File: src/logic/ffsb_pkg.sv
// ffsb_pkg: register map, flag bit positions and carrier types for the flag bank
// assumes a single clock domain and an 8-bit register port
package ffsb_pkg;

    localparam int          FFSB_AW        = 4;
    localparam int          FFSB_DW        = 8;
    localparam int          FFSB_NREG      = 4;

    // live flags at 0x0..0x3, latched copies at 0x4..0x7, selected latch clear at 0x8, keyed clear of all latches at 0x9
    localparam logic [3:0]  ADDR_LIVE0     = 4'h0;
    localparam logic [3:0]  ADDR_LIVE1     = 4'h1;
    localparam logic [3:0]  ADDR_LIVE2     = 4'h2;
    localparam logic [3:0]  ADDR_LIVE3     = 4'h3;
    localparam logic [3:0]  ADDR_LATCH0    = 4'h4;
    localparam logic [3:0]  ADDR_LATCH3    = 4'h7;
    localparam logic [3:0]  ADDR_CLR_SEL   = 4'h8;
    localparam logic [3:0]  ADDR_CLR_ALL   = 4'h9;

    localparam logic [7:0]  FLAG_RST       = 8'h00;
    localparam logic [7:0]  RD_UNMAPPED    = 8'h00;
    // reserved bit 5 of the fourth register
    localparam logic [7:0]  REG3_MASK      = 8'hdf;
    localparam logic [31:0] CLR_ALL_KEY    = 32'h0000_00a5;
    localparam logic [7:0]  CLR_ALL_VAL    = 8'ha5;

    // bit positions
    localparam int B0_SUPPLY_OFF   = 7;
    localparam int B0_ISO_OFF      = 6;
    localparam int B0_PG1_FAULT    = 5;
    localparam int B0_PG2_FAULT    = 4;
    localparam int B0_RECT_OFF     = 3;
    localparam int B0_PRI_FAST_OC  = 2;
    localparam int B0_PRI_ACC_OC   = 1;
    localparam int B0_SEC_ACC_OC   = 0;
    localparam int B1_CONTINUITY   = 7;
    localparam int B1_LOCAL_UV     = 6;
    localparam int B1_ISO_REVERSE  = 5;
    localparam int B1_VDD_UV       = 4;
    localparam int B1_CORE_OV      = 3;
    localparam int B1_VDD_OV       = 2;
    localparam int B1_REMOTE_OV    = 1;
    localparam int B1_LOCAL_OV     = 0;
    localparam int B2_OVER_TEMP    = 7;
    localparam int B2_FAST_OV      = 6;
    localparam int B2_SHARE        = 5;
    localparam int B2_CONST_CURR   = 4;
    localparam int B2_SOFT_START   = 3;
    localparam int B2_LINE_IMP     = 2;
    localparam int B2_SS_FILTER    = 1;
    localparam int B2_EXT_FAULT    = 0;
    localparam int B3_VSB_LIMIT    = 7;
    localparam int B3_MOD_CLAMP    = 6;
    localparam int B3_LIGHT_LOAD   = 4;
    localparam int B3_DEAD_TIME    = 3;
    localparam int B3_AC_SENSE     = 2;
    localparam int B3_NVM_CRC      = 1;
    localparam int B3_NVM_UNLOCK   = 0;

    typedef logic [FFSB_DW-1:0] ffsb_byte_t;

    // raw conditions from the power stage, one bit each, high = condition present
    typedef struct packed {
        logic supply_off;
        logic isolation_switch_gate_off;
        logic power_good_first_fault;
        logic power_good_second_fault;
        logic rectifier_drive_a_off;
        logic rectifier_drive_b_off;
        logic primary_fast_oc;
        logic primary_accurate_oc;
        logic secondary_accurate_oc;
        logic continuity_local_remote_bad;
        logic continuity_remote_pair_bad;
        logic local_undervoltage;
        logic isolation_switch_reverse;
        logic vdd_undervoltage;
        logic core_supply_overvoltage;
        logic vdd_overvoltage;
        logic remote_a_overvoltage;
        logic remote_b_overvoltage;
        logic local_overvoltage;
        logic over_temperature;
        logic fast_overvoltage;
        logic share_out_of_window;
        logic constant_current;
        logic soft_start_ramp;
        logic line_impedance_high;
        logic soft_start_filter;
        logic external_fault_input;
        logic vsb_at_max;
        logic vsb_at_min;
        logic mod_at_upper;
        logic mod_at_lower;
        logic light_load;
        logic dead_time_active;
        logic ac_sense_input_bad;
        logic nvm_crc_fail;
        logic nvm_unlocked;
    } ffsb_cond_s;

    typedef struct packed {
        logic [FFSB_AW-1:0] addr;
        ffsb_byte_t         wdata;
        logic               wr;
        logic               rd;
    } ffsb_bus_s;

endpackage

File: src/logic/ffsb_flag_bank.sv
// ffsb_flag_bank: live and latched fault flag registers of the power controller
// assumes conditions synchronous to REF_CLK and a single-cycle strobe register port
// How it works
// (RULE1) reg3 bit7: volt-second balance at limit
// (RULE2) reg3 bit6: modulation clamped high or low
// (RULE3) reg3 bit4: light-load mode active
// (RULE4) reg3 bit3: adaptive dead time moving edges
// (RULE5) reg3 bit2: ac sense amplitude wrong
// (RULE6) reg3 bit1: nonvolatile memory checksum failed
// (RULE7) reg3 bit0: nonvolatile memory unlocked
// (RULE8) reg0 bit7: supply output off
// (RULE9) reg0 bit6: isolation switch gate off
// (RULE10) reg0 bit3: both rectifier drives disabled
// (RULE11) reg0 bit2: primary fast overcurrent
// (RULE12) reg0 bits1,0: primary/secondary accurate overcurrent
// (RULE13) reg1 bit7: sense continuity out of window
// (RULE14) reg1 bit6: local sense undervoltage
// (RULE15) reg1 bit5: isolation switch reverse voltage
// (RULE16) reg1 bit3: core supply overvoltage
// (RULE17) reg1 bits1,0: remote/local sense overvoltage
// (RULE18) reg2 bit7: overtemperature
// (RULE19) reg2 bit5: current share out of window
// (RULE20) reg2 bit3: soft-start reference ramping
// (RULE21) reg2 bit0: external fault input asserted
// (RULE22) latched set mirrors live bit layout
// (RULE23) latched bits sticky until software clears
// (RULE24) reserved reg3 bit5 reads zero
//
// The strobed register port was chosen for this implementation.
`timescale 1ns/1ps

module ffsb_flag_bank
    import ffsb_pkg::*;
(
    input  wire logic               REF_CLK,
    input  wire logic               RST,
    input  wire ffsb_cond_s         COND,
    input  wire logic [FFSB_AW-1:0] ADDR,
    input  wire ffsb_byte_t         WDATA,
    input  wire logic               WR,
    input  wire logic               RD,
    output logic      [FFSB_DW-1:0] RDATA,
    output logic                    ANY_LATCHED
);

    // forms one live byte per register from the raw conditions
    function automatic ffsb_byte_t build_live(input ffsb_cond_s c, input int idx);
        ffsb_byte_t b;
        b = FLAG_RST;
        unique case (idx)
            0: begin
                b[B0_SUPPLY_OFF]  = c.supply_off;                                      // [RULE8]
                b[B0_ISO_OFF]     = c.isolation_switch_gate_off;                       // [RULE9]
                b[B0_PG1_FAULT]   = c.power_good_first_fault;
                b[B0_PG2_FAULT]   = c.power_good_second_fault;
                b[B0_RECT_OFF]    = c.rectifier_drive_a_off & c.rectifier_drive_b_off; // [RULE10]
                b[B0_PRI_FAST_OC] = c.primary_fast_oc;                                 // [RULE11]
                b[B0_PRI_ACC_OC]  = c.primary_accurate_oc;                             // [RULE12]
                b[B0_SEC_ACC_OC]  = c.secondary_accurate_oc;                           // [RULE12]
            end
            1: begin
                b[B1_CONTINUITY]  = c.continuity_local_remote_bad
                                  | c.continuity_remote_pair_bad;                      // [RULE13]
                b[B1_LOCAL_UV]    = c.local_undervoltage;                              // [RULE14]
                b[B1_ISO_REVERSE] = c.isolation_switch_reverse;                        // [RULE15]
                b[B1_VDD_UV]      = c.vdd_undervoltage;
                b[B1_CORE_OV]     = c.core_supply_overvoltage;                         // [RULE16]
                b[B1_VDD_OV]      = c.vdd_overvoltage;
                b[B1_REMOTE_OV]   = c.remote_a_overvoltage | c.remote_b_overvoltage;   // [RULE17]
                b[B1_LOCAL_OV]    = c.local_overvoltage;                               // [RULE17]
            end
            2: begin
                b[B2_OVER_TEMP]   = c.over_temperature;                                // [RULE18]
                b[B2_FAST_OV]     = c.fast_overvoltage;
                b[B2_SHARE]       = c.share_out_of_window;                             // [RULE19]
                b[B2_CONST_CURR]  = c.constant_current;
                b[B2_SOFT_START]  = c.soft_start_ramp;                                 // [RULE20]
                b[B2_LINE_IMP]    = c.line_impedance_high;
                b[B2_SS_FILTER]   = c.soft_start_filter;
                b[B2_EXT_FAULT]   = c.external_fault_input;                            // [RULE21]
            end
            default: begin
                b[B3_VSB_LIMIT]   = c.vsb_at_max | c.vsb_at_min;                       // [RULE1]
                b[B3_MOD_CLAMP]   = c.mod_at_upper | c.mod_at_lower;                   // [RULE2]
                b[B3_LIGHT_LOAD]  = c.light_load;                                      // [RULE3]
                b[B3_DEAD_TIME]   = c.dead_time_active;                                // [RULE4]
                b[B3_AC_SENSE]    = c.ac_sense_input_bad;                              // [RULE5]
                b[B3_NVM_CRC]     = c.nvm_crc_fail;                                    // [RULE6]
                b[B3_NVM_UNLOCK]  = c.nvm_unlocked;                                    // [RULE7]
                b                 = b & REG3_MASK;                                     // [RULE24]
            end
        endcase
        return b;
    endfunction

    ffsb_byte_t live_r  [FFSB_NREG];
    ffsb_byte_t latch_r [FFSB_NREG];
    ffsb_byte_t live_nxt  [FFSB_NREG];
    ffsb_byte_t latch_nxt [FFSB_NREG];
    ffsb_byte_t clr_mask  [FFSB_NREG];
    ffsb_byte_t rdata_nxt;

    // clear strobes: one latched register by selector, or all of them by key
    wire        clr_sel_hit = WR && (ADDR == ADDR_CLR_SEL);
    wire        clr_all_hit = WR && (ADDR == ADDR_CLR_ALL) && (WDATA == CLR_ALL_VAL);
    wire  [1:0] clr_sel_idx = WDATA[1:0];
    wire        live_hit    = (ADDR <= ADDR_LIVE3);
    wire        latch_hit   = (ADDR >= ADDR_LATCH0) && (ADDR <= ADDR_LATCH3);
    wire  [1:0] rd_idx      = ADDR[1:0];

    genvar gi;
    generate
        for (gi = 0; gi < FFSB_NREG; gi++) begin : g_reg
            // a selected clear empties the whole latched register, not single bits
            assign clr_mask[gi] = clr_all_hit ? '1
                                : (clr_sel_hit && (clr_sel_idx == 2'(gi))) ? '1
                                : '0;
            assign live_nxt[gi] = build_live(COND, gi);
            // a set arriving with the clear wins, so no event is lost
            assign latch_nxt[gi] = ((latch_r[gi] & ~clr_mask[gi]) | live_nxt[gi])
                                 & ((gi == FFSB_NREG - 1) ? REG3_MASK : 8'hff); // [RULE22] [RULE23] [RULE24]

            always_ff @(posedge REF_CLK) begin
                if (RST) begin
                    live_r[gi]  <= FLAG_RST;
                    latch_r[gi] <= FLAG_RST;
                end else begin
                    live_r[gi]  <= live_nxt[gi];
                    latch_r[gi] <= latch_nxt[gi];
                end
            end
        end
    endgenerate

    // writes to flag registers themselves are ignored: they are read-only
    assign rdata_nxt = !RD      ? RD_UNMAPPED
                     : live_hit  ? live_r[rd_idx]
                     : latch_hit ? latch_r[rd_idx]
                     : RD_UNMAPPED;

    always_ff @(posedge REF_CLK) begin
        if (RST) begin
            RDATA <= FLAG_RST;
        end else begin
            RDATA <= rdata_nxt;
        end
    end

    assign ANY_LATCHED = |{latch_r[0], latch_r[1], latch_r[2], latch_r[3]};

    // assertions
    logic past_valid_r;
    always_ff @(posedge REF_CLK) begin
        if (RST) begin
            past_valid_r <= 1'b0;
        end else begin
            past_valid_r <= 1'b1;
        end
    end
endmodule // ffsb_flag_bank

File: config.mk
export PLATFORM = sky130hd
export DESIGN_NAME = ffsb_flag_bank
export DESIGN_NICKNAME = d
export VERILOG_FILES = /design/src/logic/ffsb_pkg.sv /design/src/logic/ffsb_flag_bank.sv
export SDC_FILE = /design/constraint.sdc
export NUM_CORES = 1
export LEC_CHECK = 0
export BUFFER_PORTS_ARGS = -buffer_cell sky130_fd_sc_hd__buf_2
export CORE_MARGIN = 4
export CORE_UTILIZATION = 46
export CTS_CLUSTER_SIZE = 24
export DETAILED_ROUTE_END_ITERATION = 8
export GPL_ROUTABILITY_DRIVEN = 0
export PLACE_DENSITY = 0.69
export SETUP_SLACK_MARGIN = 0.05
export SLEW_MARGIN = 10
export SYNTH_ARGS = -nofsm -noshare
export SYNTH_HDL_FRONTEND = slang
export SYNTH_SLANG_ARGS = --single-unit
File: constraint.sdc
create_clock -name REF_CLK -period 2.2 [get_ports REF_CLK]
set_input_delay 0.11 -clock REF_CLK [delete_from_list [all_inputs] [get_ports REF_CLK]]
set_output_delay 0.11 -clock REF_CLK [all_outputs]
set_load 0.01 [all_outputs]
Word-level counts from Yosys, hierarchy flattened
Memories as Yosys holds them, arrays and structs flattened.
Cells that the tools add are included.
{ "op_classes": {"muxes": 21, "eq_ne": 6, "bitwise": 26, "n_lt_le_gt_ge": 3, "n_reduce_logical": 11} }
{ "ops": {"columns": ["cell", "n"], "rows": [
  ["2-to-1 mux 8 bit", 18],
  ["bitwise AND 8 bit", 4],
  ["inverter 8 bit", 4],
  ["OR 8 bit", 4],
  ["OR reduction 32 bit", 1],
  ["OR 1 bit", 12],
  ["== test 4 bit (second input constant)", 2],
  ["== test 8 bit (second input constant)", 1],
  ["logical AND 1 bit", 8],
  ["== test 2 bit (second input constant)", 2],
  ["greater-or-equal comparator 4 x 3 -> 1 bit (second input constant)", 1],
  ["less-or-equal comparator 4 x 2 -> 1 bit (second input constant)", 1],
  ["less-or-equal comparator 4 x 3 -> 1 bit (second input constant)", 1],
  ["2-to-1 mux 1 bit", 3],
  ["== test 2 x 1 -> 1 bit (second input constant)", 1],
  ["logical NOT 2 bit", 1],
  ["OR reduction 2 bit", 1],
  ["bitwise AND 1 bit", 1],
  ["inverter 1 bit", 1]
]} }
{ "word_totals": {"in_bits": 52, "n_memories": 2, "out_inout_bits": 9, "mem_bits_rw": 64, "reg_bits": 8, "word_cells": 70} }
{ "memory_table": {"columns": ["name", "depth", "word_bits", "rd", "rd_clocked_by_memory_dff", "write_ports", "line", "rtl"], "rows": [
  ["latch_r", 4, 8, 5, 0, 4, "ffsb_flag_bank.sv:97", "ffsb_byte_t latch_r [FFSB_NREG];"],
  ["live_r", 4, 8, 1, 0, 4, "ffsb_flag_bank.sv:96", "ffsb_byte_t live_r [FFSB_NREG];"]
]} }

Longest topological paths before layout
Gate-level depths: netlist of run 1.
{ "depth": {"word_depth": 9, "depth_mapped": 5, "mapped_depth_nobuf": 3} }

Worst setup path before layout of run 1
No wires, ideal clock.
{ "synth_timing": {"path_type": "reg-to-output", "startpoint": "memory latch_r[0][3] (netlist bit)", "endpoint": "output ANY_LATCHED", "t_arrival_ns": 1.142, "path_stages_with_launch": 4, "required_time_ns": 2.090, "slack_ns": 0.948, "path_buffers": 0, "cell_sequence": "dfxtp_1 > or4_1 > nor4_1 > nand4_1"} }
{ "synth_rtl": {"columns": ["item", "line", "rtl"], "rows": [
  ["from (decl)", "ffsb_flag_bank.sv:97", null],
  ["to (decl)", "ffsb_flag_bank.sv:43", "output logic ANY_LATCHED"]
]} }

==> results of run 1 <==
==> power groups by stage <==
stage	clock network [mW]	registers, mW	logic, mW
2_1_floorplan	0	1.47	0.232
3_3_place_gp	0	1.50	0.323
3_5_place_dp	0	1.51	0.333
4_1_cts	1.13	1.48	0.334
5_1_grt	1.18	1.49	0.375
6_report	1.11	1.48	0.332
==> metal layers <==
layer | GRT usage, % | vias up | part of all wire, %
met2 | 33.0 | 65 | 50
met1 | 23.8 | 1101 | 43
met4 | 5.10 | 0 | 0.62
met5 | 0 | - | 0
met3 | 4.85 | 4 | 6.2
li1 | - | 1115 | -
==> worst max-delay path, cell delays in order, from the launching register on <==
cell and delay [ns]:
dfxtp_1 0.34, or4_1 0.58, nor4_1 0.21, nand4_1 0.16, buf_2 0.17
==> flip-flops by register name, summed over array words and instances (netlist names) <==
signal   cells
RDATA        8
latch_r     31
live_r      31
==> area by class of cell <==
class / count / area, um2 / area share [%]
multi-input cells: 165 / 1290 / 37.7
repair buffers: 66 / 345 / 10.1
flip-flops and latches: 70 / 1400 / 41.1
clock buffers: 13 / 149 / 4.36
well taps: 75 / 93.8 / 2.75
inverters: 18 / 67.6 / 1.98
clock inverters: 3 / 67.6 / 1.98
==> cells in the final DEF (no fill, tap or decap), drive strengths merged <==
| master | n |
|---|---|
| a22o | 7 |
| a31oi | 27 |
| and2 | 2 |
| and3 | 1 |
| and3b | 1 |
| and4 | 1 |
| buf | 66 |
| bufinv | 2 |
| clkbuf | 13 |
| clkinvlp | 1 |
| dfxtp | 70 |
| inv | 18 |
| mux2i | 2 |
| mux4 | 14 |
| nand2 | 19 |
| nand2b | 1 |
| nand3 | 4 |
| nand3b | 3 |
| nand4 | 1 |
| nand4bb | 2 |
| nor2b | 26 |
| nor3b | 1 |
| nor4 | 7 |
| o211ai | 2 |
| o21ai | 31 |
| o311ai | 5 |
| o31ai | 3 |
| or4 | 2 |
| or4b | 2 |
| or4bb | 1 |
==> worst max-delay path by stage <==
stage	start	to	slack, ns
after floorplan	latch_r[0][3]	ANY_LATCHED	0.95
after global placement	ADDR[0]	latch_r[1][1]	0.51
after detailed placement	ADDR[0]	latch_r[1][7]	0.43
after CTS	latch_r[0][3]	ANY_LATCHED	0.32
after global routing	latch_r[0][3]	ANY_LATCHED	0.18
final	latch_r[0][3]	ANY_LATCHED	0.31
==> stage by stage <==
stage	hold slack (ns)	instance area (um2)	power, mW	setup WS (ns)
floorplan	0.252	2830	1.71	0.948
global placement	0.357	3200	1.82	0.515
detailed placement	0.359	3200	1.84	0.432
CTS	0.00513	3410	2.94	0.324
global route	0.0110	3410	3.05	0.178
finish	0.0193	3410	2.93	0.307
==> cell families after synthesis <==
group / Yosys count
AO/OA/AOI/OAI: 75
buffers and inverters: 35
flip-flops: 70
AND/OR/NAND/NOR: 74
multiplexers: 16
==> impl_metrics.yaml, run 1 <==
setup_path:
  end_kind: "output port"
  start_kind: "register"
  r2r_cells: 2
  worstPathArrival_ns: 1.78
  crit_fanout: 4
  criticalPathCategory: "reg -> out"
  reg2reg_slack_ns: 0.99
  cp.required_ns: 2.09
  rr_endpoint: "RDATA[1]"
  crit-reg2reg-launch: "latch_r[3][1]"
worst_hold_path:
  hp-start: "COND[6]"
  holdPathStages: 3
  hold_end: "live_r[3][6]"
  min_path_type: "in -> reg"
clock_network:
  cts_max_path_buffers: 2
  worst_skew_pair.late_latency_ns: 0.33
  root_buffer: "clkbuf_8"
  cts.sinks: 70
  tritoncts: "yes"
  cts_max_level: 3
  cts_setup_buffers: 0
  clk_pin_slew_worst_paths_ns: 0.07
  cts_resized: 0
  hold_buffers: 0
  cts_buffers: 9
pwr:
  p_leak_nw: 1.46
  p_sw_share_pct: 23.7
  power_frac_seq_pct: 50.6
  p_comb_share_pct: 11.3
  switching_power_mw: 0.695
  power_frac_clock_pct: 38.0
  ir_worst_vdd_mv: 0.963
  p_int_mw: 2.23
  powerDensity_nw_per_um2: 858
sta:
  max_freq_mhz: 528
  final_hold_viol_count: 0
  period_needed_ns: 1.89
  worstMarginPinSlew_ns: 0.660
  slew_viol_final: 0
  setup_violations: 0
  clock_skew_ns: 0.00644
  rsz0062_at_grt: "false"
  relSlewSlack_pct: 55.7
  period_share_pct: 86.0
  finalSetupTns_ns: 0
final_layout:
  fillers: 540
  utilization_pct: 57.3
  areaGrowthSynthToFinish_pct: 20.8
  drive_gt1_share_pct: 29.9
  layout.cells.non_filler: 410
  final_nets: 382
  antenna_cells: 0
logic_synthesis:
  synthMostInstantiatedCell: "dfxtp_1"
  synthAdderAreaFrac_pct: 0
  synthFlopType: "dfxtp_1"
  syn_inst: 270
  syn_area_um2: 2830
  synth_cell_types: 35
  synth_compound_area_share_pct: 17.6
  yosysSeqAreaShare_pct: 49.6
  post_synth_xor_area_fraction_pct: 0
  synth_top_family_by_area: "compound AO/OA/AOI/OAI gates"
  post-synth-top-area-cell: "dfxtp_1"
  ys_warn_count: 0
  postSynthNetCount: 322
  async_reset_ff_share_pct: 0
  synth_commonest_cells: "dfxtp_1, a31oi_1, nor2b_1, o21ai_0, nand2_1"
  synth.top_cell.area_share_pct: 49.6
  synth_area_per_cell_um2: 10.5
  synthSimpleGateAreaFrac_pct: 16.1
  synthTopCellsByArea: "dfxtp_1, mux4_2, a31oi_1, nor2b_1, o21ai_0"
  muxShareOfSynthArea_pct: 11.9
  ys_ff_latch: 70
  synth_edf_count: 0
global_route:
  antenna_found_initial: 0
  overflow: 0
  grt_usage_pct: 19.1
  grt_start_max_net_pins: 39
  grt_pass1_wl_mm: 11.0
  grt_pass1_vias: 2280
detailed_routing:
  drtIter0Drc: 213
  drc: 0
  routedWlPerCell_um: 16.4
  ant_nets: 0
  dr.pass1.iters: 4
  via_count: 2285
  routed_wl_mm: 6.73
  vias_per_cell: 5.57
floorplan:
  coreArea_um2: 5960
  num_rows: 28
  die_area_um2: 7460
  die_w_um: 86.4
  die_h_um: 86.4
  pin_count: 61
  initial_core_util_pct: 47.4
placement:
  dp_hpwl_mm: 4.82
  dp.cells: 394
  portBuffers: 60
run_status:
  status: "complete, no violations"
job:
  max_cap_violations: 0
Note: power is estimated with default switching activity, not from simulation.
==> run 2: changes to the inputs <==
Settings changed: CORE_UTILIZATION 46 to 45, PLACE_DENSITY 0.69 to 0.68.
==> impl_metrics.yaml, run 2 (synthesis gave the netlist of run 1 again) <==
sta:
  clock_skew_ns: 0.00730
  relSlewSlack_pct: 57.5
  slew_viol_final: 0
  period_needed_ns: 1.86
  setup_slack_ns: 0.342
  max_freq_mhz: 538
  final_hold_viol_count: 0
  rsz0062_at_grt: "false"
  setup_violations: 0
  finalSetupTns_ns: 0
  worstMarginPinSlew_ns: 0.633
  period_share_pct: 84.4
setup_path:
  reg2reg_slack_ns: 1.02
  worstPathArrival_ns: 1.75
  end_kind: "output port"
  crit_fanout: 4
  start_kind: "register"
  critPathMaxStageDelay_ns: 0.56
  path_cells: "or4_1 > nor4_1 > nand4_1 > buf_2"
  cp_slowest_cell: "or4_1"
  criticalPathCategory: "reg -> out"
  cp.required_ns: 2.09
floorplan:
  coreArea_um2: 5990
  num_rows: 28
  die_h_um: 87.2
  die_w_um: 87.2
  pin_count: 61
  die_area_um2: 7610
  initial_core_util_pct: 47.2
final_layout:
  layout_common_cells: "dfxtp_1, buf_2, a31oi_1"
  drive_gt1_share_pct: 30.7
  final_nets: 383
  fillers: 530
  layout_commonest_cell: "dfxtp_1"
  utilization_pct: 56.4
  regArea_um2: 1400
  multi_input_area_um2: 1290
  layout.cells.non_filler: 410
  areaGrowthSynthToFinish_pct: 19.5
  largest_registers: "latch_r: 31 flops, live_r: 31 flops, RDATA: 8 flops"
  antenna_cells: 0
global_route:
  grt_pass1_vias: 2141
  grt_usage_pct: 18.4
  overflow: 0
  grt_start_max_net_pins: 32
  antenna_found_initial: 0
  grt_pass1_wl_mm: 10.6
clock_network:
  cts_max_level: 3
  hold_buffers: 0
  cts.sinks: 70
  root_buffer: "clkbuf_8"
  tritoncts: "yes"
  cts_setup_buffers: 0
  clk_pin_slew_worst_paths_ns: 0.07
  cts_max_path_buffers: 2
  cts_buffers: 9
  cts_resized: 0
  worst_skew_pair.late_latency_ns: 0.33
run_status:
  status: "complete, no violations"
placement:
  portBuffers: 60
  dp.cells: 395
  dp_worst_setup_slack_ns: 0.372
  dp_hpwl_mm: 4.73
detailed_routing:
  drc: 0
  routedWlPerCell_um: 16.2
  routed_wl_mm: 6.65
  vias_per_cell: 5.57
  via_count: 2282
  dr.pass1.iters: 4
  drtIter0Drc: 217
  ant_nets: 0
worst_hold_path:
  min_path_type: "in -> reg"
pwr:
  ir_worst_vdd_mv: 0.441
  powerDensity_nw_per_um2: 802
  p_leak_nw: 1.45
  p_total_mw: 2.71
job:
  max_cap_violations: 0
## run 2: changes by cell type in the layout (fill, tap and decap cells not counted), sizes merged
cell | previous run | this run
clkbuf | 13 | 11
bufinv | 2 | 0
buf | 66 | 67
clkinv | 0 | 3
## run 2: worst max-delay path, delay by kind of cell, from the launching register on
family / cells / cell delay (ns)
simple gates: 3 / 0.92
flops: 1 / 0.33
buf+inv: 1 / 0.17
## run 2: metrics by stage
stage	instance area (um2)	hold slack, ns
after CTS	3380	0.0129
after global routing	3380	0.0334
after global placement	3200	0.363
after detailed placement	3200	0.359
after floorplan	2830	0.252
final	3380	0.0209
## run 2: per-layer routing
metal | GRT usage (%) | vias to the layer above | part of all wire, %
li1 | - | 1121 | -
met1 | 24.4 | 1059 | 43
met2 | 28.7 | 96 | 47
met3 | 4.16 | 6 | 9.5
met4 | 7.95 | 0 | 0.98
met5 | 0 | - | 0
## run 2: where the power goes
group          internal [mW]  switching, mW  leakage (nW)
registers               1.38         0.0918         0.585
logic                  0.178          0.159         0.773
clock network          0.458          0.437        0.0910
## run 2: path summary, 6_finish.rpt
kind	from	to	cells past startpoint
max	latch_r[0][3]	ANY_LATCHED	4
min	COND[6]	live_r[3][6]	3
max reg2reg	latch_r[3][2]	RDATA[2]	2
min reg2reg	latch_r[2][3]	latch_r[2][3]	2
## run 2: final cells by class
| class | count | share of cell area (%) |
|---|---|---|
| tap | 75 | 2.78 |
| multi-input combinational | 165 | 38.1 |
| clock buffer | 11 | 4.48 |
| sequential | 70 | 41.5 |
| clock inverter | 4 | 0.667 |
| timing repair buffer | 67 | 10.4 |
| inverter | 18 | 2.00 |
